**src/rtl/adc_seq_pkg.sv**
```systemverilog
// Constants and types shared by the conversion sequencer files
package adc_seq_pkg;
  localparam int NUM_CH = 4;
  localparam int RES_W = 8;
  localparam logic [7:0] CH_SEL_RESET = 8'h00;
  localparam int CH_SEL_LSB = 4;
  localparam logic [7:0] RESULT_RESET = 8'h00;
  localparam logic [1:0] SLOT_FIRST = 2'h0;
  localparam logic [1:0] SLOT_LAST = 2'h3;
  localparam logic [2:0] GROUP_COUNT = 3'h4;

  typedef enum logic [1:0]
  {
    MODE_FIXED_SINGLE = 2'b00,
    MODE_FIXED_CONT = 2'b01,
    MODE_SCAN_SINGLE = 2'b10,
    MODE_SCAN_CONT = 2'b11
  } conv_mode_t;

  typedef enum logic [1:0]
  {
    ST_IDLE = 2'b00,
    ST_START = 2'b01,
    ST_WAIT = 2'b11,
    ST_STORE = 2'b10
  } seq_state_t;

  // Lowest selected channel at or above the given one; flag low if none
  function automatic logic [2:0] next_selected(input logic [3:0] mask, input logic [1:0] from);
    logic [2:0] found;
    found = 3'b000;
    for (int i = NUM_CH - 1; i >= 0; i--)
    begin
      if (mask[i] && (i >= int'(from)))
      begin
        found = {1'b1, 2'(i)};
      end
    end
    return found;
  endfunction : next_selected
endpackage : adc_seq_pkg

```
**src/rtl/adc_result_if.sv**
```systemverilog
// Write channel from the sequencer into the result store
`timescale 1ns/1ps
interface adc_result_if;
  logic wr_en;
  logic [1:0] wr_slot;
  logic [7:0] wr_data;
  modport source (output wr_en, output wr_slot, output wr_data);
  modport sink (input wr_en, input wr_slot, input wr_data);
endinterface : adc_result_if

```
**src/rtl/adc_result_store.sv**
```systemverilog
// Four byte-wide conversion result registers
`timescale 1ns/1ps
module adc_result_store
  import adc_seq_pkg::*;
(
  input wire logic core_clk_in, // Core clock
  input wire logic reset_n_in, // Async reset, active low
  input wire logic clk_en_in, // Freezes state when low
  adc_result_if.sink wr, // Write channel
  output logic [NUM_CH*RES_W-1:0] results_out // Result 3..0 packed
);
  logic [RES_W-1:0] result_reg [NUM_CH];

  always_ff @(posedge core_clk_in or negedge reset_n_in)
  begin
    if (!reset_n_in)
    begin
      for (int i = 0; i < NUM_CH; i++)
      begin
        result_reg[i] <= RESULT_RESET;
      end
    end
    else if (clk_en_in && wr.wr_en)
    begin
      result_reg[wr.wr_slot] <= wr.wr_data;
    end
  end

  always_comb
  begin
    for (int i = 0; i < NUM_CH; i++)
    begin
      results_out[i*RES_W +: RES_W] = result_reg[i];
    end
  end
endmodule : adc_result_store

```
**src/rtl/adc_conversion_sequencer.sv**
```systemverilog
// Sequencer for a four-channel converter: fixed or scan, single or continuous
`timescale 1ns/1ps
module adc_conversion_sequencer
  import adc_seq_pkg::*;
(
  input wire logic core_clk_in, // 100 MHz core clock
  input wire logic reset_n_in, // Async reset, active low
  input wire logic clk_en_in, // Freezes all state when low
  input wire logic [7:0] sel_wdata_in, // Channel select write data
  input wire logic sel_we_in, // Channel select write strobe
  input wire logic [1:0] mode_in, // Operating mode
  input wire logic [1:0] fixed_ch_in, // Channel for fixed modes
  input wire logic start_in, // Start pulse
  input wire logic stop_in, // Stop pulse
  input wire logic irq_en_in, // Conversion interrupt enable
  input wire logic done_clr_in, // Clear done flag pulse
  input wire logic conv_done_in, // Core finished one conversion
  input wire logic [7:0] conv_data_in, // Core result, valid with done
  output logic conv_start_out, // Start one conversion pulse
  output logic [1:0] conv_ch_out, // Channel to convert
  output logic [7:0] channel_select_reg_out, // Channel select readback
  output logic [7:0] result_reg_0_out, // Result 0
  output logic [7:0] result_reg_1_out, // Result 1
  output logic [7:0] result_reg_2_out, // Result 2
  output logic [7:0] result_reg_3_out, // Result 3
  output logic busy_out, // Sequence running
  output logic done_flag_out, // Sticky conversion complete
  output logic irq_out // Conversion interrupt level
);
  seq_state_t state, next_state;
  conv_mode_t mode;
  logic [3:0] ch_sel;
  logic [1:0] cur_ch;
  logic [1:0] wr_slot;
  logic [2:0] group_cnt;
  logic stop_pending;
  logic [NUM_CH*RES_W-1:0] results;

  adc_result_if res_if ();

  wire logic is_scan = mode[1];
  wire logic is_cont = mode[0];
  // Readback follows the select register on the write edge itself, so a start one cycle later sees it
  wire logic [3:0] next_ch_sel = sel_we_in ? sel_wdata_in[7:CH_SEL_LSB] : ch_sel;
  wire logic [2:0] first_pick = next_selected(ch_sel, SLOT_FIRST);
  wire logic [2:0] after_pick = (cur_ch == SLOT_LAST) ? 3'b000 : next_selected(ch_sel, 2'(cur_ch + 2'd1));
  wire logic start_ok = start_in && (state == ST_IDLE) && (!mode_in[1] || (ch_sel != 4'h0));
  wire logic store_now = (state == ST_WAIT) && conv_done_in;
  wire logic pass_end = is_scan && !after_pick[2];
  wire logic group_end = !is_scan && is_cont && (group_cnt == GROUP_COUNT - 3'd1);
  wire logic event_now = (state == ST_STORE) && ((!is_scan && !is_cont) || pass_end || group_end);
  wire logic finish_now = (state == ST_STORE) && ((!is_cont && (!is_scan || pass_end)) || stop_pending);
  wire logic [1:0] slot_for_result = (!is_scan && is_cont) ? wr_slot : cur_ch;

  assign res_if.wr_en = store_now;
  assign res_if.wr_slot = slot_for_result;
  assign res_if.wr_data = conv_data_in;

  adc_result_store u_store
  (
    .core_clk_in(core_clk_in),
    .reset_n_in(reset_n_in),
    .clk_en_in(clk_en_in),
    .wr(res_if),
    .results_out(results)
  );

  always_comb
  begin
    next_state = state;
    unique case (state)
      ST_IDLE:
      begin
        if (start_ok)
        begin
          next_state = ST_START;
        end
      end
      ST_START:
      begin
        next_state = ST_WAIT;
      end
      ST_WAIT:
      begin
        if (conv_done_in)
        begin
          next_state = ST_STORE;
        end
      end
      ST_STORE:
      begin
        next_state = finish_now ? ST_IDLE : ST_START;
      end
    endcase
  end

  always_ff @(posedge core_clk_in or negedge reset_n_in)
  begin
    if (!reset_n_in)
    begin
      state <= ST_IDLE;
      ch_sel <= 4'h0;
      mode <= MODE_FIXED_SINGLE;
    end
    else if (clk_en_in)
    begin
      state <= next_state;
      ch_sel <= next_ch_sel;
      if (start_ok)
      begin
        mode <= conv_mode_t'(mode_in);
      end
    end
  end

  // Channel walk: scan visits selected channels in ascending order
  always_ff @(posedge core_clk_in or negedge reset_n_in)
  begin
    if (!reset_n_in)
    begin
      cur_ch <= SLOT_FIRST;
      wr_slot <= SLOT_FIRST;
      group_cnt <= 3'h0;
    end
    else if (clk_en_in)
    begin
      if (start_ok)
      begin
        cur_ch <= mode_in[1] ? first_pick[1:0] : fixed_ch_in;
        wr_slot <= SLOT_FIRST;
        group_cnt <= 3'h0;
      end
      else if (state == ST_STORE)
      begin
        wr_slot <= wr_slot + 2'd1;
        group_cnt <= group_end ? 3'h0 : group_cnt + 3'd1;
        if (is_scan)
        begin
          cur_ch <= after_pick[2] ? after_pick[1:0] : first_pick[1:0];
        end
      end
    end
  end

  // Stop is latched so a pending conversion still lands its result
  always_ff @(posedge core_clk_in or negedge reset_n_in)
  begin
    if (!reset_n_in)
    begin
      stop_pending <= 1'b0;
    end
    else if (clk_en_in)
    begin
      if (state == ST_IDLE)
      begin
        stop_pending <= 1'b0;
      end
      else if (stop_in)
      begin
        stop_pending <= 1'b1;
      end
    end
  end

  // Set wins over a clear arriving in the same cycle
  always_ff @(posedge core_clk_in or negedge reset_n_in)
  begin
    if (!reset_n_in)
    begin
      done_flag_out <= 1'b0;
      irq_out <= 1'b0;
    end
    else if (clk_en_in)
    begin
      if (event_now)
      begin
        done_flag_out <= 1'b1;
        irq_out <= irq_en_in;
      end
      else if (done_clr_in)
      begin
        done_flag_out <= 1'b0;
        irq_out <= 1'b0;
      end
      else if (!irq_en_in)
      begin
        irq_out <= 1'b0;
      end
    end
  end

  always_ff @(posedge core_clk_in or negedge reset_n_in)
  begin
    if (!reset_n_in)
    begin
      conv_start_out <= 1'b0;
      conv_ch_out <= SLOT_FIRST;
      busy_out <= 1'b0;
      channel_select_reg_out <= CH_SEL_RESET;
      result_reg_0_out <= RESULT_RESET;
      result_reg_1_out <= RESULT_RESET;
      result_reg_2_out <= RESULT_RESET;
      result_reg_3_out <= RESULT_RESET;
    end
    else if (clk_en_in)
    begin
      conv_start_out <= (next_state == ST_START);
      conv_ch_out <= (state == ST_IDLE) ? (mode_in[1] ? first_pick[1:0] : fixed_ch_in)
                     : ((state == ST_STORE && is_scan) ? (after_pick[2] ? after_pick[1:0] : first_pick[1:0]) : cur_ch);
      busy_out <= (next_state != ST_IDLE);
      channel_select_reg_out <= {next_ch_sel, 4'h0};
      result_reg_0_out <= results[0*RES_W +: RES_W];
      result_reg_1_out <= results[1*RES_W +: RES_W];
      result_reg_2_out <= results[2*RES_W +: RES_W];
      result_reg_3_out <= results[3*RES_W +: RES_W];
    end
  end
endmodule : adc_conversion_sequencer

```
**config.mk**
```make
export PLATFORM = sky130hd
export DESIGN_NAME = adc_conversion_sequencer
export DESIGN_NICKNAME = d
export VERILOG_FILES = /design/src/rtl/adc_seq_pkg.sv /design/src/rtl/adc_result_if.sv /design/src/rtl/adc_result_store.sv /design/src/rtl/adc_conversion_sequencer.sv
export SDC_FILE = /design/constraint.sdc
export NUM_CORES = 1
export LEC_CHECK = 0
export BUFFER_PORTS_ARGS = -buffer_cell sky130_fd_sc_hd__buf_2
export CORE_MARGIN = 2
export CORE_UTILIZATION = 55
export CTS_CLUSTER_DIAMETER = 40
export DETAILED_ROUTE_END_ITERATION = 10
export PLACE_DENSITY = 0.86
export SYNTH_ARGS = -nofsm -noshare
export SYNTH_HDL_FRONTEND = slang
export SYNTH_SLANG_ARGS = --single-unit
```
**constraint.sdc**
```tcl
create_clock -name core_clk_in -period 2.3 [get_ports core_clk_in]
set_input_delay 0.115 -clock core_clk_in [delete_from_list [all_inputs] [get_ports core_clk_in]]
set_output_delay 0.115 -clock core_clk_in [all_outputs]
set_load 0.05 [all_outputs]
```
# Word level (Yosys, flattened, before mapping)
# Cells that the tools add are included.
# op_classes
addsub,3
multipliers,0
div,0
order_cmp,5
n_eq_ne,7
shifts,0
n_mux,36
n_bitwise,1
n_reduce_logical,39
# op_table
cell,n
$bwmux 32,1
$mux 2,15
$mux 3,8
$demux 8 s2,1
$logic_and 1x1->1,16
$reduce_and 2->1,6
$reduce_bool 2->1,5
$mux 1,8
$mux 8,1
$pmux 2 s4,1
$eq 2x2->1 const B,3
$logic_or 1x1->1,5
$add 2x1->2 const B,2
$eq 2x1->1 const B,2
$ge 1x2->1 const A,2
$logic_not 1->1,4
$mux 4,1
$reduce_bool 4->1,1
$add 3x1->3 const B,1
$eq 3x2->1 const B,1
$ge 3x3->1 const B,1
$lt 3x1->1 const B,1
$ne 3x1->1 const B,1
$not 2->3,1
3 further kinds,3
# word_totals
register_bits,86
latch_bits,0
ramBits,0
romBits,0
inputBits,29
output_inout_bits,46
wordCells,111
n_memories,0

# Logic depth before layout (Yosys ltp)
# logic_depth
word_depth,16
depth_mapped,6
depth_no_buf,6

# Hierarchy
# From an unflattened synthesis, not the netlist that was laid out.
# unflattened
cells_unflattened,273
area_unflattened_um2,3722.3
# modules_own_cells
mod,instances,cells_each,area_each_um2,seq_area_each_um2
adc_conversion_sequencer,1,204,2464.9,1351.3
adc_result_store,1,69,1257.5,800.8

# Worst setup path after synthesis
# Ideal clock, no wire load.
# synth_timing
kind,register to register
from,register channel_select_reg_out[5] (netlist name)
to,register conv_start_out
setup_ps,139
t_arrival_ps,1608
required_time_ps,2161
path_slack_ps,553
path_stages_with_launch,5
n_path_buf,0
synth_period_minus_slack_ps,1747
path_cell_list,dfrtp_1 > nor4_1 > a21oi_1 > a221oi_1 > mux2i_1
# synth_lines
item,line,rtl
"end signal, assigned",adc_conversion_sequencer.sv:207,conv_start_out <= (next_state == ST_START);
"end, declared",adc_conversion_sequencer.sv:19,"output logic conv_start_out,"

# Worst setup path after layout
# layout_timing
from,register cur_ch[0]
to,register conv_start_out
# layout_via
elab_chain_cells,16
word_cells_on_any_way,21
cone_classes,add/sub (1); order compare (3); eq/ne (2); mux (6); reduce/logical (9)
# layout_rtl
item,line,rtl
"start, declared",adc_conversion_sequencer.sv:33,logic [1:0] cur_ch;
"start signal, assigned",adc_conversion_sequencer.sv:129,cur_ch <= mode_in[1] ? first_pick[1:0] : fixed_ch_in;
"start signal, assigned",adc_conversion_sequencer.sv:139,cur_ch <= after_pick[2] ? after_pick[1:0] : first_pick[1:0];
$add 2x1->2,adc_conversion_sequencer.sv:46,"wire logic [2:0] after_pick = (cur_ch == SLOT_LAST) ? 3'b000 : next_selected(ch_sel, 2'(cur_ch + 2'd1));"
$ge 2x2->1,adc_seq_pkg.sv:34,if (mask[i] && (i >= int'(from)))
$logic_and 1x1->1,adc_seq_pkg.sv:34,
$mux 3 (3 in series),adc_seq_pkg.sv:34,
$mux 3 (*),adc_conversion_sequencer.sv:46,
$logic_not 1->1 (*),adc_conversion_sequencer.sv:49,wire logic pass_end = is_scan && !after_pick[2];
$logic_and 1x1->1 (*),adc_conversion_sequencer.sv:49,
$logic_or 1x1->1 (*),adc_conversion_sequencer.sv:52,wire logic finish_now = (state == ST_STORE) && ((!is_cont && (!is_scan || pass_end)) || stop_pending);
$logic_and 1x1->1 (*),adc_conversion_sequencer.sv:52,
$logic_or 1x1->1 (*),adc_conversion_sequencer.sv:52,
$logic_and 1x1->1 (*),adc_conversion_sequencer.sv:52,
$mux 1 (*),adc_conversion_sequencer.sv:92,next_state = finish_now ? ST_IDLE : ST_START;
$pmux 2 s4 (*),adc_conversion_sequencer.sv:71,unique case (state)
$eq 2x1->1 (*),adc_conversion_sequencer.sv:207,
# Every way passes the cells marked *; elsewhere a longest branch is shown, timed or not.
# A chain may end at the register's enable or synchronous reset.

==> metrics.txt <==
status=finished clean; global route overflow=0; PwrDens=1430 nW/um^2; cell taking the most area after synthesis=dfrtp_1; Unique masters post-synth=46; Least-Margin Pin Slew=666 ps; leakage=2.11 nW; # nets final=395; worst vdd ir=935 uV; Routed Wire Length=7290 um; n_diodes=0; Ports=75; clk_skew=13.2 ps; Achievable Freq=497 MHz; top_reg_cell synth=dfrtp_1; Rows=30; Avg WL per Cell=16.3 um; fraction of layout cells with a size suffix above 1=46.9%; fin crit share=87.5%; # resized after CTS=0; Remaining DRCs=0; CTS tree=yes; antenna violations before repair=0; CP arrival=2230 ps; Async SR Flop Fraction=100%; CTS Buf Count=9; Max-slew headroom=55.6%; fin. max-slew vios=0; type of origin of the critical path=flop; Clock Latency Late Sink=350 ps; setup ws final=287 ps; crit path time final=2010 ps; Fin Setup TNS=0 ps; area share of the leading cell type in the synthesized netlist=57.4%; CORE AREA=6680 sq um; Seq cells post-synth=86; clk sinks=86; CTS Root Cell=clkbuf_8; setup repair after global routing missed its margin=false; die height=86.5 um; H-tree levels=3; Post-synth EDFFs=0; Port Buffer Count=66; Longest Clk Path Bufs=2; Mapped Area=3750 sq um; synthesized instance count=280; Die Area=7490 sq um; pre-CTS setup slack=348 ps; vias in the first global route=2485; area grow syn2layout=18.0%; GPL Wtd Cong=0.870; Syn Area/Cell=13.4 sq um; # setup viols final=0; pin count of the biggest net entering global routing=56; worst-path maximum fanout=7; Clock Pin Slew Worst Setup and Hold Paths=90 ps; Initial Util=56.1%; remaining antenna violation count=0; critical path class=reg2reg; dominant cells by area after synthesis=dfrtp_1 (57%), mux2_2 (21%), o21ai_0 (1.5%), ha_1 (1.3%), nand2_1 (1.2%); Max Cap Violations=0; Commonest cells post-synth=dfrtp_1 (86), mux2_2 (69), nand2_1 (12); post-DR vias/cell=5.56; DR iter-0 viols=88; GRT Util Overall=20.5%; first-pass GRT wire length=11800 um; synth warn=0; count leader, synth=dfrtp_1; hpwl dp=5090 um; end-of-flow core utilization=66.2%; Worst EP required=2520 ps; Final Hold Fails=0; DR pass1 iterations=4; Critical Path End Type=flop; chip width=86.5 um; via count=2484; Seq/Total Area, Yosys=57.4%; Worst Hold Class=in2reg
-- cells by family (layout without fill, tap and decap cells) --
logic type,count (synthesis),count (layout),share of synthesized area (%)
buffers and inverters,22,106,3.24
other,1,4,0.100
adder cells (fa/ha/maj),4,4,1.34
flip-flops,86,86,57.4
AND/OR/NAND/NOR,54,54,8.45
AO/OA/AOI/OAI,41,41,7.95
XOR/XNOR,1,1,0.234
multiplexers,71,71,21.3
-- registers in the layout, indices dropped and copies added (netlist names) --
| signal | flops |
|---|---|
| mode | 2 |
| result_reg_0_out | 8 |
| done_flag_out | 1 |
| group_cnt | 3 |
| state | 2 |
| conv_ch_out | 2 |
| result_reg_2_out | 8 |
| busy_out | 1 |
| conv_start_out | 1 |
| result_reg_3_out | 8 |
| channel_select_reg_out | 4 |
| irq_out | 1 |
| u_store.results_out | 32 |
| result_reg_1_out | 8 |
| stop_pending | 1 |
| wr_slot | 2 |
| cur_ch | 2 |
-- report_power, final --
group	switching, mW	internal [mW]	leakage (nW)
registers	0.431	2.17	1.08
logic	1.79	0.942	0.945
clock network	0.583	0.415	0.0863
total	2.81	3.52	2.11
-- per-stage QoR --
stage	power (mW)	area (sq um)	hold WS (ps)	cells
floorplan	4.67	3760	-181	283
global placement	5.22	4160	190	424
detailed placement	5.34	4160	202	424
CTS	6.35	4420	6.96	447
global route	6.67	4420	18.4	447
finish	6.33	4420	15.3	447
-- layer usage --
| layer | part of all wire, % | up-vias | track usage [%] | wire [um] |
|---|---|---|---|---|
| met1 | 46 | 1255 | 27.8 | 3320 |
| li1 | - | 1161 | - | - |
| met3 | 4.9 | 8 | 5.62 | 360 |
| met4 | 1.2 | 0 | 6.11 | 85 |
| met2 | 48 | 60 | 32.7 | 3520 |
| met5 | 0 | - | 0 | 0 |
-- cell type report --
type | instances | area, sq um
Sequential cell | 86 | 2150
Inverter | 9 | 33.8
Fill cell | 489 | 2260
Clock buffer | 9 | 124
Tap cell | 80 | 100
Timing Repair Buffer | 81 | 463
Multi-Input combinational cell | 175 | 1490
Clock inverter | 7 | 62.6
-- repair_timing --
action / CTS / global route
hold buffers: 7 / 0
endpoints found under the hold margin: 58 / 0
buffers inserted: 0 / 0
-- worst paths after layout --
check	startpoint	end	slack, ps	cells after the start
worst max-delay path	cur_ch[0]	conv_start_out	290	7
worst min-delay path	irq_en_in	irq_out	20	3
worst max register to register	cur_ch[0]	conv_start_out	290	7
worst min register to register	done_flag_out	done_flag_out	500	2
max in group asynchronous	reset_n_in	result_reg_3_out[5]	1310	3
min in group asynchronous	reset_n_in	channel_select_reg_out[5]	340	2
-- critical path: stages, from the launching register on --
cell and delay [ps]:
dfrtp_1 470, inv_1 120, ha_1 340, a21oi_1 210, a311oi_1 130, buf_4 170, a221oi_1 310, mux2i_1 120
-- placed cells by master, fill, tap and decap left out, types with 2 or more instances in the layout --
| master | Yosys | layout |
|---|---|---|
| dfrtp_1 | 86 | 86 |
| mux2_2 | 69 | 69 |
| buf_2 | 4 | 65 |
| nand2_1 | 12 | 12 |
| o21ai_0 | 11 | 11 |
| inv_1 | 9 | 9 |
| clkbuf_8 | 0 | 9 |
| buf_4 | 5 | 9 |
| dlygate4sd3_1 | 0 | 7 |
| nor2_1 | 6 | 6 |
| a21oi_1 | 6 | 6 |
| nor2b_1 | 5 | 5 |
| nand3b_1 | 4 | 4 |
| nand2b_1 | 4 | 4 |
| nand3_1 | 4 | 4 |
| or3_1 | 4 | 4 |
| a31oi_1 | 4 | 4 |
| ha_1 | 4 | 4 |
| conb_1 | 1 | 4 |
| o211ai_1 | 3 | 3 |
| clkinvlp_4 | 0 | 3 |
| a21oi_4 | 2 | 2 |
| a21o_1 | 2 | 2 |
| and3b_2 | 2 | 2 |
| and2_1 | 2 | 2 |
| o2bb2ai_1 | 2 | 2 |
| nor3b_1 | 2 | 2 |
| a221oi_1 | 2 | 2 |
| mux2i_1 | 2 | 2 |
| o22ai_1 | 2 | 2 |
| inv_8 | 0 | 2 |
| inv_6 | 0 | 2 |
(Power assumes the default switching activity.)
